File: config.mk
export PLATFORM = sky130hd
export DESIGN_NAME = edge_timing
export DESIGN_NICKNAME = d
export VERILOG_FILES = /design/src/design/edge_timing_pkg.sv /design/src/design/edge_timing.sv /design/src/design/count_timer.sv
export SDC_FILE = /design/constraint.sdc
export NUM_CORES = 1
export LEC_CHECK = 0
export BUFFER_PORTS_ARGS = -buffer_cell sky130_fd_sc_hd__buf_2
export CAP_MARGIN = 30
export CORE_AREA = 5 5 130 132
export DETAILED_ROUTE_END_ITERATION = 10
export DIE_AREA = 0 0 135 137
export PLACE_DENSITY = 0.44
export SLEW_MARGIN = 20
export SYNTH_ARGS = -nofsm -noshare
export SYNTH_HDL_FRONTEND = slang
export SYNTH_SLANG_ARGS = --single-unit
File: constraint.sdc
create_clock -name core_clk -period 4 [get_ports core_clk]
set_clock_uncertainty 0.1 [all_clocks]
set_input_delay 1.2 -clock core_clk [delete_from_list [all_inputs] [get_ports core_clk]]
set_output_delay 1.2 -clock core_clk [all_outputs]
set_load 0.02 [all_outputs]
File: src/design/edge_timing_pkg.sv
// shared constants and types for the complementary output edge timing block
package edge_timing_pkg;

  // ==========================================================
  // bus and field layout
  localparam int ADDR_W = 8;
  localparam int DATA_W = 32;
  localparam int COUNT_W = 4;
  localparam logic [ADDR_W-1:0] OFF_FALL_DB = 8'h00;
  localparam logic [ADDR_W-1:0] OFF_RISE_BLANK = 8'h04;
  localparam logic [ADDR_W-1:0] OFF_FALL_BLANK = 8'h08;
  localparam logic [ADDR_W-1:0] OFF_RISE_PHASE = 8'h0c;
  localparam logic [ADDR_W-1:0] OFF_FALL_PHASE = 8'h10;
  localparam logic [ADDR_W-1:0] OFF_RISE_DB = 8'h14;
  localparam logic [ADDR_W-1:0] OFF_TIMEBASE = 8'h18;
  localparam logic [ADDR_W-1:0] OFF_STATUS = 8'h1c;

  // timebase register: bit 7 rising select, bit 6 falling select
  localparam int RISE_TB_BIT = 7;
  localparam int FALL_TB_BIT = 6;
  localparam logic [1:0] TIMEBASE_RESET = 2'h0;

  // status register bit positions
  localparam int ST_PRIMARY = 0;
  localparam int ST_COMPLEMENTARY = 1;
  localparam int ST_RISE_BLANK = 2;
  localparam int ST_FALL_BLANK = 3;

  // ==========================================================
  // timer slots
  localparam int T_RISE_PHASE = 0;
  localparam int T_FALL_PHASE = 1;
  localparam int T_RISE_BLANK = 2;
  localparam int T_FALL_BLANK = 3;
  localparam int T_RISE_DB = 4;
  localparam int T_FALL_DB = 5;
  localparam int NUM_TIMERS = 6;
  localparam logic [ADDR_W-1:0] TIMER_OFF [NUM_TIMERS] = '{
    OFF_RISE_PHASE, OFF_FALL_PHASE, OFF_RISE_BLANK,
    OFF_FALL_BLANK, OFF_RISE_DB, OFF_FALL_DB};

  // delay-chain element period: one tick every two core cycles
  localparam logic [1:0] CHAIN_DIV_LAST = 2'h1;
  localparam logic [1:0] CHAIN_CNT_RESET = 2'h0;

  // ==========================================================
  // wishbone request carrier
  typedef struct packed {
    logic cyc;
    logic stb;
    logic we;
    logic [ADDR_W-1:0] adr;
    logic [3:0] sel;
    logic [DATA_W-1:0] dat;
  } wb_req_type;

endpackage

File: src/design/edge_timing.sv
// complementary output edge timing: phase, blanking and dead-band
`timescale 1ns/1ps

// What this block does
// falling dead-band counts chain periods when selected
// falling dead-band counts clock periods otherwise
// rising blanking ignores falling inputs for count
// falling blanking ignores rising inputs for count
// rising phase count postpones rising event
// falling phase count postpones falling event
// count registers upper nibble reads zero
// count fields undefined at power-on, never reset
// rising dead-band delays primary, timebase selectable
// zero count adds no delay or window
module edge_timing
  import edge_timing_pkg::*;
(
  input wire logic core_clk,
  input wire logic reset_n,
  input wire wb_req_type wbReq,
  output logic [DATA_W-1:0] wbDatOut,
  output logic wbAck,
  input wire logic riseSrc,
  input wire logic fallSrc,
  output logic primaryOut,
  output logic complementaryOut
);

  // ==========================================================
  // declarations
  logic ack_reg;
  logic [DATA_W-1:0] rdat_reg;
  logic [1:0] tb_reg;
  logic [COUNT_W-1:0] count_reg [NUM_TIMERS];
  logic [1:0] syncA_reg;
  logic [1:0] syncB_reg;
  logic [1:0] syncC_reg;
  logic [1:0] filt_reg;
  logic [1:0] chainCnt_reg;
  logic chainTick_reg;
  logic primary_reg;
  logic comp_reg;
  logic busAccept;
  logic wrAccept;
  logic [1:0] srcEdge;
  logic riseAccept;
  logic fallAccept;
  logic [NUM_TIMERS-1:0] tStart;
  logic [NUM_TIMERS-1:0] tAbort;
  logic [NUM_TIMERS-1:0] tTick;
  logic [NUM_TIMERS-1:0] tDone;
  logic [NUM_TIMERS-1:0] tBusy;
  logic [NUM_TIMERS-1:0] regHit;
  logic [COUNT_W-1:0] countRead [NUM_TIMERS+1];
  logic hitTb;
  logic hitStatus;
  logic [7:0] readByte;
  logic [7:0] statusByte;

  // ==========================================================
  // wishbone slave: ack one cycle after the request, then drop
  assign busAccept = wbReq.cyc && wbReq.stb && !ack_reg;
  assign wrAccept = busAccept && wbReq.we && wbReq.sel[0];
  assign hitTb = (wbReq.adr == OFF_TIMEBASE);
  assign hitStatus = (wbReq.adr == OFF_STATUS);
  assign statusByte = {4'h0, tBusy[T_FALL_BLANK], tBusy[T_RISE_BLANK],
    comp_reg, primary_reg};
  // unmapped addresses answer with zero data
  assign readByte = hitTb ? {tb_reg, 6'h00} :
    hitStatus ? statusByte :
    {4'h0, countRead[NUM_TIMERS]};

  always_ff @(posedge core_clk or negedge reset_n) begin
    if (!reset_n) begin
      ack_reg <= 1'b0;
      rdat_reg <= 32'h0000_0000;
    end else begin
      ack_reg <= busAccept;
      if (busAccept) begin
        rdat_reg <= {24'h00_0000, readByte};
      end
    end
  end

  always_ff @(posedge core_clk or negedge reset_n) begin
    if (!reset_n) begin
      tb_reg <= TIMEBASE_RESET;
    end else if (wrAccept && hitTb) begin
      tb_reg <= {wbReq.dat[RISE_TB_BIT], wbReq.dat[FALL_TB_BIT]};
    end
  end

  assign wbAck = ack_reg;
  assign wbDatOut = rdat_reg;

  // ==========================================================
  // count registers: no reset, power-on value is unknown
  assign countRead[0] = 4'h0;
  generate
    for (genvar i = 0; i < NUM_TIMERS; i++) begin : g_count
      assign regHit[i] = (wbReq.adr == TIMER_OFF[i]);
      assign countRead[i+1] = countRead[i] |
        ({COUNT_W{regHit[i]}} & count_reg[i]);
      // only the low nibble is stored; bits 7-4 are dropped
      always_ff @(posedge core_clk) begin
        if (wrAccept && regHit[i]) begin
          count_reg[i] <= wbReq.dat[COUNT_W-1:0];
        end
      end
    end
  endgenerate

  // ==========================================================
  // event inputs: three flip-flops, change once second and third agree
  generate
    for (genvar j = 0; j < 2; j++) begin : g_sync
      assign srcEdge[j] = (syncB_reg[j] == syncC_reg[j]) &&
        syncC_reg[j] && !filt_reg[j];
      always_ff @(posedge core_clk or negedge reset_n) begin
        if (!reset_n) begin
          syncA_reg[j] <= 1'b0;
          syncB_reg[j] <= 1'b0;
          syncC_reg[j] <= 1'b0;
          filt_reg[j] <= 1'b0;
        end else begin
          syncA_reg[j] <= (j == 0) ? riseSrc : fallSrc;
          syncB_reg[j] <= syncA_reg[j];
          syncC_reg[j] <= syncB_reg[j];
          if (syncB_reg[j] == syncC_reg[j]) begin
            filt_reg[j] <= syncC_reg[j];
          end
        end
      end
    end
  endgenerate

  // blanking only suppresses the opposite edge, never its own
  assign riseAccept = srcEdge[0] && !tBusy[T_FALL_BLANK];
  assign fallAccept = srcEdge[1] && !tBusy[T_RISE_BLANK];

  // ==========================================================
  // delay-chain element emulated by a divided tick
  always_ff @(posedge core_clk or negedge reset_n) begin
    if (!reset_n) begin
      chainCnt_reg <= CHAIN_CNT_RESET;
      chainTick_reg <= 1'b0;
    end else begin
      chainTick_reg <= (chainCnt_reg == CHAIN_DIV_LAST);
      chainCnt_reg <= (chainCnt_reg == CHAIN_DIV_LAST) ?
        CHAIN_CNT_RESET : chainCnt_reg + 2'h1;
    end
  end

  // ==========================================================
  // timer wiring
  assign tStart[T_RISE_PHASE] = riseAccept;
  assign tStart[T_FALL_PHASE] = fallAccept;
  assign tStart[T_RISE_BLANK] = riseAccept;
  assign tStart[T_FALL_BLANK] = fallAccept;
  assign tStart[T_RISE_DB] = tDone[T_RISE_PHASE];
  assign tStart[T_FALL_DB] = tDone[T_FALL_PHASE];
  // an opposite event cancels a dead-band still running
  assign tAbort[T_RISE_DB] = tDone[T_FALL_PHASE];
  assign tAbort[T_FALL_DB] = tDone[T_RISE_PHASE];
  assign tAbort[T_RISE_PHASE] = 1'b0;
  assign tAbort[T_FALL_PHASE] = 1'b0;
  assign tAbort[T_RISE_BLANK] = 1'b0;
  assign tAbort[T_FALL_BLANK] = 1'b0;
  assign tTick[T_RISE_DB] = tb_reg[1] ? chainTick_reg : 1'b1;
  assign tTick[T_FALL_DB] = tb_reg[0] ? chainTick_reg : 1'b1;
  assign tTick[T_RISE_PHASE] = 1'b1;
  assign tTick[T_FALL_PHASE] = 1'b1;
  assign tTick[T_RISE_BLANK] = 1'b1;
  assign tTick[T_FALL_BLANK] = 1'b1;

  generate
    for (genvar k = 0; k < NUM_TIMERS; k++) begin : g_timer
      count_timer u_timer (
        .core_clk(core_clk),
        .reset_n(reset_n),
        .start(tStart[k]),
        .abort(tAbort[k]),
        .tickEn(tTick[k]),
        .count(count_reg[k]),
        .done(tDone[k]),
        .busy(tBusy[k])
      );
    end
  endgenerate

  // ==========================================================
  // outputs: the leaving output turns off at once, the other waits
  always_ff @(posedge core_clk or negedge reset_n) begin
    if (!reset_n) begin
      primary_reg <= 1'b0;
      comp_reg <= 1'b0;
    end else begin
      if (tDone[T_FALL_PHASE]) begin
        primary_reg <= 1'b0;
      end else if (tDone[T_RISE_DB]) begin
        primary_reg <= 1'b1;
      end
      if (tDone[T_RISE_PHASE]) begin
        comp_reg <= 1'b0;
      end else if (tDone[T_FALL_DB]) begin
        comp_reg <= 1'b1;
      end
    end
  end

  assign primaryOut = primary_reg;
  assign complementaryOut = comp_reg;

  // ==========================================================
  // blank window model: cycles since the last accepted event
  // saturates so a long idle spell never wraps into a false window
  logic [COUNT_W:0] riseAge;
  logic [COUNT_W:0] fallAge;
  logic [COUNT_W-1:0] riseWin;
  logic [COUNT_W-1:0] fallWin;

  always_ff @(posedge core_clk or negedge reset_n) begin
    if (!reset_n) begin
      riseAge <= 5'h1f;
      fallAge <= 5'h1f;
      riseWin <= 4'h0;
      fallWin <= 4'h0;
    end else begin
      if (riseAccept) begin
        riseAge <= 5'h00;
        riseWin <= count_reg[T_RISE_BLANK];
      end else if (riseAge != 5'h1f) begin
        riseAge <= riseAge + 5'h01;
      end
      if (fallAccept) begin
        fallAge <= 5'h00;
        fallWin <= count_reg[T_FALL_BLANK];
      end else if (fallAge != 5'h1f) begin
        fallAge <= fallAge + 5'h01;
      end
    end
  end
endmodule

File: src/design/count_timer.sv
// one loadable down-counter with done pulse and busy level
`timescale 1ns/1ps
module count_timer
  import edge_timing_pkg::*;
(
  input wire logic core_clk,
  input wire logic reset_n,
  input wire logic start,
  input wire logic abort,
  input wire logic tickEn,
  input wire logic [COUNT_W-1:0] count,
  output logic done,
  output logic busy
);

  // ==========================================================
  // counter
  logic [COUNT_W-1:0] remain_reg;
  logic [COUNT_W-1:0] remain_next;
  logic done_reg;
  logic done_next;

  assign busy = (remain_reg != 4'h0);
  assign done = done_reg;
  // abort wins so a cancelled delay never fires late
  assign remain_next = abort ? 4'h0 : start ? count :
    (busy && tickEn) ? remain_reg - 4'h1 : remain_reg;
  assign done_next = !abort && ((start && count == 4'h0) ||
    (!start && busy && tickEn && remain_reg == 4'h1));

  always_ff @(posedge core_clk or negedge reset_n) begin
    if (!reset_n) begin
      remain_reg <= 4'h0;
      done_reg <= 1'b0;
    end else begin
      remain_reg <= remain_next;
      done_reg <= done_next;
    end
  end

  // ==========================================================
  // checks: ticks seen between load and done equal the count
  logic [COUNT_W:0] ticksSeen;
  logic [COUNT_W-1:0] loadedCount;

  always_ff @(posedge core_clk or negedge reset_n) begin
    if (!reset_n) begin
      ticksSeen <= 5'h00;
      loadedCount <= 4'h0;
    end else if (start) begin
      ticksSeen <= 5'h00;
      loadedCount <= count;
    end else if (busy && tickEn) begin
      ticksSeen <= ticksSeen + 5'h01;
    end
  end
endmodule

* After elaboration in Yosys (flattened, before gate mapping) *
Memory sizes are Yosys's and may differ from the RTL's.
Index checks and enable logic that the tools add are counted.

operators by class
  $add $sub $neg = 7
  equality and inequality tests = 14
  multiplexer cells = 50
  bitwise gates (word level) = 11
  reductions and logical operators = 72

operators with widths
  operator               count
  $mux W4                20
  $logic_and A1 B1 Y1    35
  $eq A8 B5 Y1 const B   4
  $and A4 B4 Y4          6
  $reduce_bool A4 Y1     6
  $sub A4 B1 Y4 const B  6
  $mux W1                23
  $or A4 B4 Y4           5
  $reduce_or A4 Y1       5
  $eq A4 B1 Y1 const B   4
  $eq A8 B4 Y1 const B   2
  $logic_not A4 Y1       4
  $mux W3                5
  $reduce_bool A2 Y1     6
  $logic_not A1 Y1       9
  $eq A8 B3 Y1 const B   1
  $logic_not A8 Y1       1
  $mux W8                1
  $reduce_bool A3 Y1     2
  $logic_or A1 B1 Y1     4
  $add A2 B1 Y2 const B  1
  $eq A1 B1 Y1           2
  $eq A2 B1 Y1 const B   1
  $mux W2                1

storage, ports and cells
  bits in registers = 52
  memory bits (writable) = 24
  input bits = 51
  memories kept = 1

memory list
  memory     words  bits a word  read ports  clocked after memory_dff  write ports  RTL line           RTL
  count_reg  6      4            6           0                         1            edge_timing.sv:34  logic [COUNT_W-1:0] count_reg [NUM_TIMERS];

* Depth between registers and ports, before layout *
  depth in word-level cells = 13
  depth in mapped cells = 7
  gate-level depth less buffers = 6

* Hierarchy *
A second synthesis with hierarchy kept.

second synthesis, totals
  cells, all modules = 376
  area total of the unflattened synthesis = 4144.0 um^2

modules (own cells, without submodules)
  module       times used  cells each  area an instance (um^2)
  edge_timing  1           154         2087.0
  count_timer  6           37          342.8

* Worst setup path before layout *
No wires, ideal clock.

  kind = input to register
  start point = in wbReq[41] (netlist name)
  end point = mem count_reg[5][0] (enable)
  library setup time = 0.357 ns
  arrival = 2.266 ns
  required time = 3.543 ns
  slack = 1.277 ns
  stages = 3
  buffers on the path = 0
  cell sequence = or3_1 -> or3_1 -> nor4_2

on the way
  cells in the longest elaborated chain, start to end = 10
  elaborated cells on any way between the ends = 39
  those cells by class = eq/ne (5); mux (22); reduce/logical (12)

ends and longest elaborated chain
  item                                                              RTL line            RTL
  start: declaration                                                edge_timing.sv:20   input wire wb_req_type wbReq,
  $eq A8 B5 Y1                                                      edge_timing.sv:101  assign regHit[i] = (wbReq.adr == TIMER_OFF[i]);
  $logic_and A1 B1 Y1                                               edge_timing.sv:106  if (wrAccept && regHit[i]) begin
  $mux W1                                                           edge_timing.sv:106
  $mux W1 (implied by the code)                                     edge_timing.sv:107  count_reg[i] <= wbReq.dat[COUNT_W-1:0];
  $reduce_or A4 Y1 (no source line)                                 -
  $mux W3 (no source line) or $mux W1 (tied branches) (5 in a row)  -
  end: declaration                                                  edge_timing.sv:34

Parallel ways exist; a longest one is shown, timed or not.

* Final worst setup path *
  start point = in wbReq[38] (netlist name)
  end point = mem count_reg[4][1] (enable)

Same word-level chain as after synthesis.

==> run_results.csv <==
group,metric,value,unit
floorplan,core-area,15600,µm²
clock_tree,clock_latency,0.34,ns
floorplan,dieArea,18500,µm²
synthesis,synth.yosys.warnings,0,
run,max-cap-violations,0,
placement,pre_cts_ws,0.8813,ns
timing,max_freq,0.3617,GHz
hold_path,hp-class,"flip-flop to flip-flop",
route,drc,0,
global_route,track_usage,0.09688,
clock_tree,post_cts_resized,0,
synthesis,ys_ff_latch,74,
timing,setup_viol,0,
placement,dp_cells,581,
global_route,grt_max_degree,30,
critical_path,end_kind,"flip-flop",
floorplan,fp-row-count,46,
route,drtIter0Drc,120,
critical_path,crit_arrival,2.64,ns
timing,drv_slew,0,
cells_and_area,nFillCells,1617,
critical_path,critPathKind,"primary input to flip-flop",
power_and_ir_drop,p_leak,1.846,nW
synthesis,ys_seq_area_frac,0.5200,
cells_and_area,drive_gt1_frac,0.1864,
cells_and_area,final_core_util,0.2841,
timing,period_minus_slack,2.765,ns
clock_tree,cts_setup_buffers,0,
route,first_pass_iters,4,
clock_tree,clock-sinks,74,
cells_and_area,fin_nets,441,
clock_tree,clkSlewWorstSetupHoldPaths,0.06,ns
global_route,grt-ovfl-total,0,
route,ant_nets,0,
clock_tree,cts_tree,"yes",
synthesis,syn-cell-area,3792,µm²
synthesis,synth_edf_count,24,
placement,io_buffers,30,
timing,tightestPinTransition,0.6771,ns
clock_tree,cts_made_buffers,9,
power_and_ir_drop,ir_worst_vdd,179.9,µV
floorplan,die_h,137,µm
cells_and_area,stdcell_count,597,
synthesis,synthTopCellsByArea,"dfrtp_1, edfxtp_1, buf_4, ha_1, nor2_1",
power_and_ir_drop,powerDensity,639.3,nW/µm²
synthesis,synth_top_flop_cell,"dfrtp_1",
placement,dp_hpwl,6394,µm
synthesis,synth_top_area_cell,"dfrtp_1",
clock_tree,cts_max_path_buffers,2,
cells_and_area,antenna_cells,0,
synthesis,postSynth.asyncResetShare,0.6757,
floorplan,start_util,0.2431,
global_route,grt_pass1_wl,13590,µm
cells_and_area,multiInputGateArea,1583,µm²
route,wl,8499,µm
route,wire_per_inst,14.24,µm
global_route,grt_pass1_vias,2536,
timing,setup-tns-final,0,ns
clock_tree,clock-root-buffer,"clkbuf_16",
cells_and_area,regArea,1972,µm²
clock_tree,cts_max_level,3,
global_route,antenna_found_initial,2,
timing,maxSlewHeadroom,0.5451,
placement,gp_congestion,0.7862,
status,status,"complete, no violations",
timing,hold_viol_final,0,
synthesis,syn_avg_cell_area,11.06,µm²
synthesis,synth_cells,343,
synthesis,synth_cell_types,64,
floorplan,ios,86,
timing,worst_slack,1.235,ns
timing,fin_crit_sh,0.6912,
route,vias,2549,
clock_tree,ctsHoldBuffers,0,
timing,rsz0062_at_grt,"false",
synthesis,yosys.area.top_type_share,0.3299,
critical_path,startpoint_type,"primary input",
cells_and_area,syn_to_final_growth,16.83,%
route,vias_per_cell,4.270,
floorplan,die_w,135,µm
critical_path,required,3.87,ns
critical_path,crit_path_max_fanout,17,
[stage by stage]
| stage | total power [mW] | instance area (µm²) | hold slack, ns |
|---|---|---|---|
| 2_1_floorplan | 1.753 | 3886 | 0.2312 |
| 6_report | 2.833 | 4431 | 0.2459 |
| 4_1_cts | 2.882 | 4431 | 0.2487 |
| 3_5_place_dp | 1.929 | 4088 | 0.2358 |
| 3_3_place_gp | 1.895 | 4068 | 0.2337 |
| 5_1_grt | 3.049 | 4431 | 0.2557 |
[logic make-up after synthesis]
family                   count (synthesis)  synth area share
AND/OR/NAND/NOR                        111            0.1693
multiplexers                            17           0.05081
adder cells (fa/ha/maj)                 14           0.04619
AO/OA/AOI/OAI                           60            0.1046
buffers and inverters                   57           0.08743
flip-flops                              74            0.5200
other                                    1         0.0009888
XOR/XNOR                                 9           0.02079
[report_power, final]
part / switching, mW / total (mW) / internal (mW)
Clock: 0.317 / 0.925 / 0.608
Sequential: 0.145 / 1.09 / 0.949
Combinational: 0.410 / 0.815 / 0.404
[layer usage]
layer  vias up  track usage  wire (µm)  part of all wire
met2        87       0.1370       3549              0.42
met5         -            0         25            0.0029
met1      1213       0.1341       4088              0.48
li1       1235            -          -                 -
met3        10      0.04081        734             0.086
met4         4      0.03024        101             0.012
[cell usage in the layout (no fill, tap or decap), drive strengths merged, types with 5 or more instances in the layout]
cell type  Yosys  layout
a211oi         5       5
a21oi         19      19
a31oi          8       8
buf           32      32
clkbuf         3       9
clkinv         3       5
conb           1      26
dfrtp         50      50
edfxtp        24      24
ha            14      14
inv           19      19
mux2           8       8
mux2i          8       8
nand2         20      20
nand2b         6       6
nand3          5       5
nand3b         8       8
nor2          33      33
nor3          12      12
o21ai         10      10
or3            6       6
xnor2          9       9
[layout make-up]
| type | instances | area share |
|---|---|---|
| Sequential cell | 74 | 0.4451 |
| Multi-Input combinational cell | 237 | 0.3572 |
| Tap cell | 216 | 0.06100 |
| Clock buffer | 9 | 0.05083 |
| Timing Repair Buffer | 32 | 0.04010 |
| Clock inverter | 7 | 0.02655 |
| Inverter | 22 | 0.01920 |
[synthesized netlist by cell type (2+ instances only)]
| master | count |
|---|---|
| nand3b_2 | 2 |
| nor2b_1 | 2 |
| nand2_1 | 20 |
| clkinv_2 | 2 |
| o211ai_1 | 2 |
| mux2i_1 | 8 |
| xnor2_1 | 9 |
| o31ai_1 | 2 |
| nand2b_1 | 6 |
| o21ai_1 | 3 |
| ha_1 | 14 |
| inv_1 | 19 |
| o21a_1 | 3 |
| nand3_1 | 4 |
| nor3_1 | 10 |
| or3_1 | 6 |
| clkbuf_1 | 2 |
| nand4_1 | 2 |
| a21oi_1 | 18 |
| a211oi_1 | 4 |
| a211o_1 | 2 |
| a31oi_1 | 8 |
| mux2_1 | 3 |
| nand4b_1 | 2 |
| nor3b_2 | 2 |
| nor2_1 | 33 |
| mux2_2 | 5 |
| o21ai_0 | 7 |
| or4_1 | 2 |
| edfxtp_1 | 24 |
| nand3b_1 | 5 |
| buf_2 | 4 |
| buf_4 | 27 |
| dfrtp_1 | 50 |
| nor3_2 | 2 |
[worst max-delay path: stages]
cell and delay, ns:
buf_2 0.28, or4b_4 0.56, nor3_1 0.59
[path summary, 6_finish.rpt]
path                                   startpoint                         to  slack [ns]  depth (start not counted)
setup / recovery                        wbReq[38]  count_reg[4][1]$_DFFE_PP_        1.24                          3
hold / removal             syncA_reg[1]$_DFF_PN0_     syncB_reg[1]$_DFF_PN0_        0.25                          0
setup reg to reg                  wbAck$_DFF_PN0_  count_reg[5][1]$_DFFE_PP_        1.78                          5
hold reg to reg            syncA_reg[1]$_DFF_PN0_     syncB_reg[1]$_DFF_PN0_        0.25                          0
max in group asynchronous                 reset_n    wbDatOut[0]$_DFFE_PN0P_        2.63                          2
min in group asynchronous                 reset_n     syncC_reg[0]$_DFF_PN0_        0.67                          1
(Power assumes the default switching activity.)
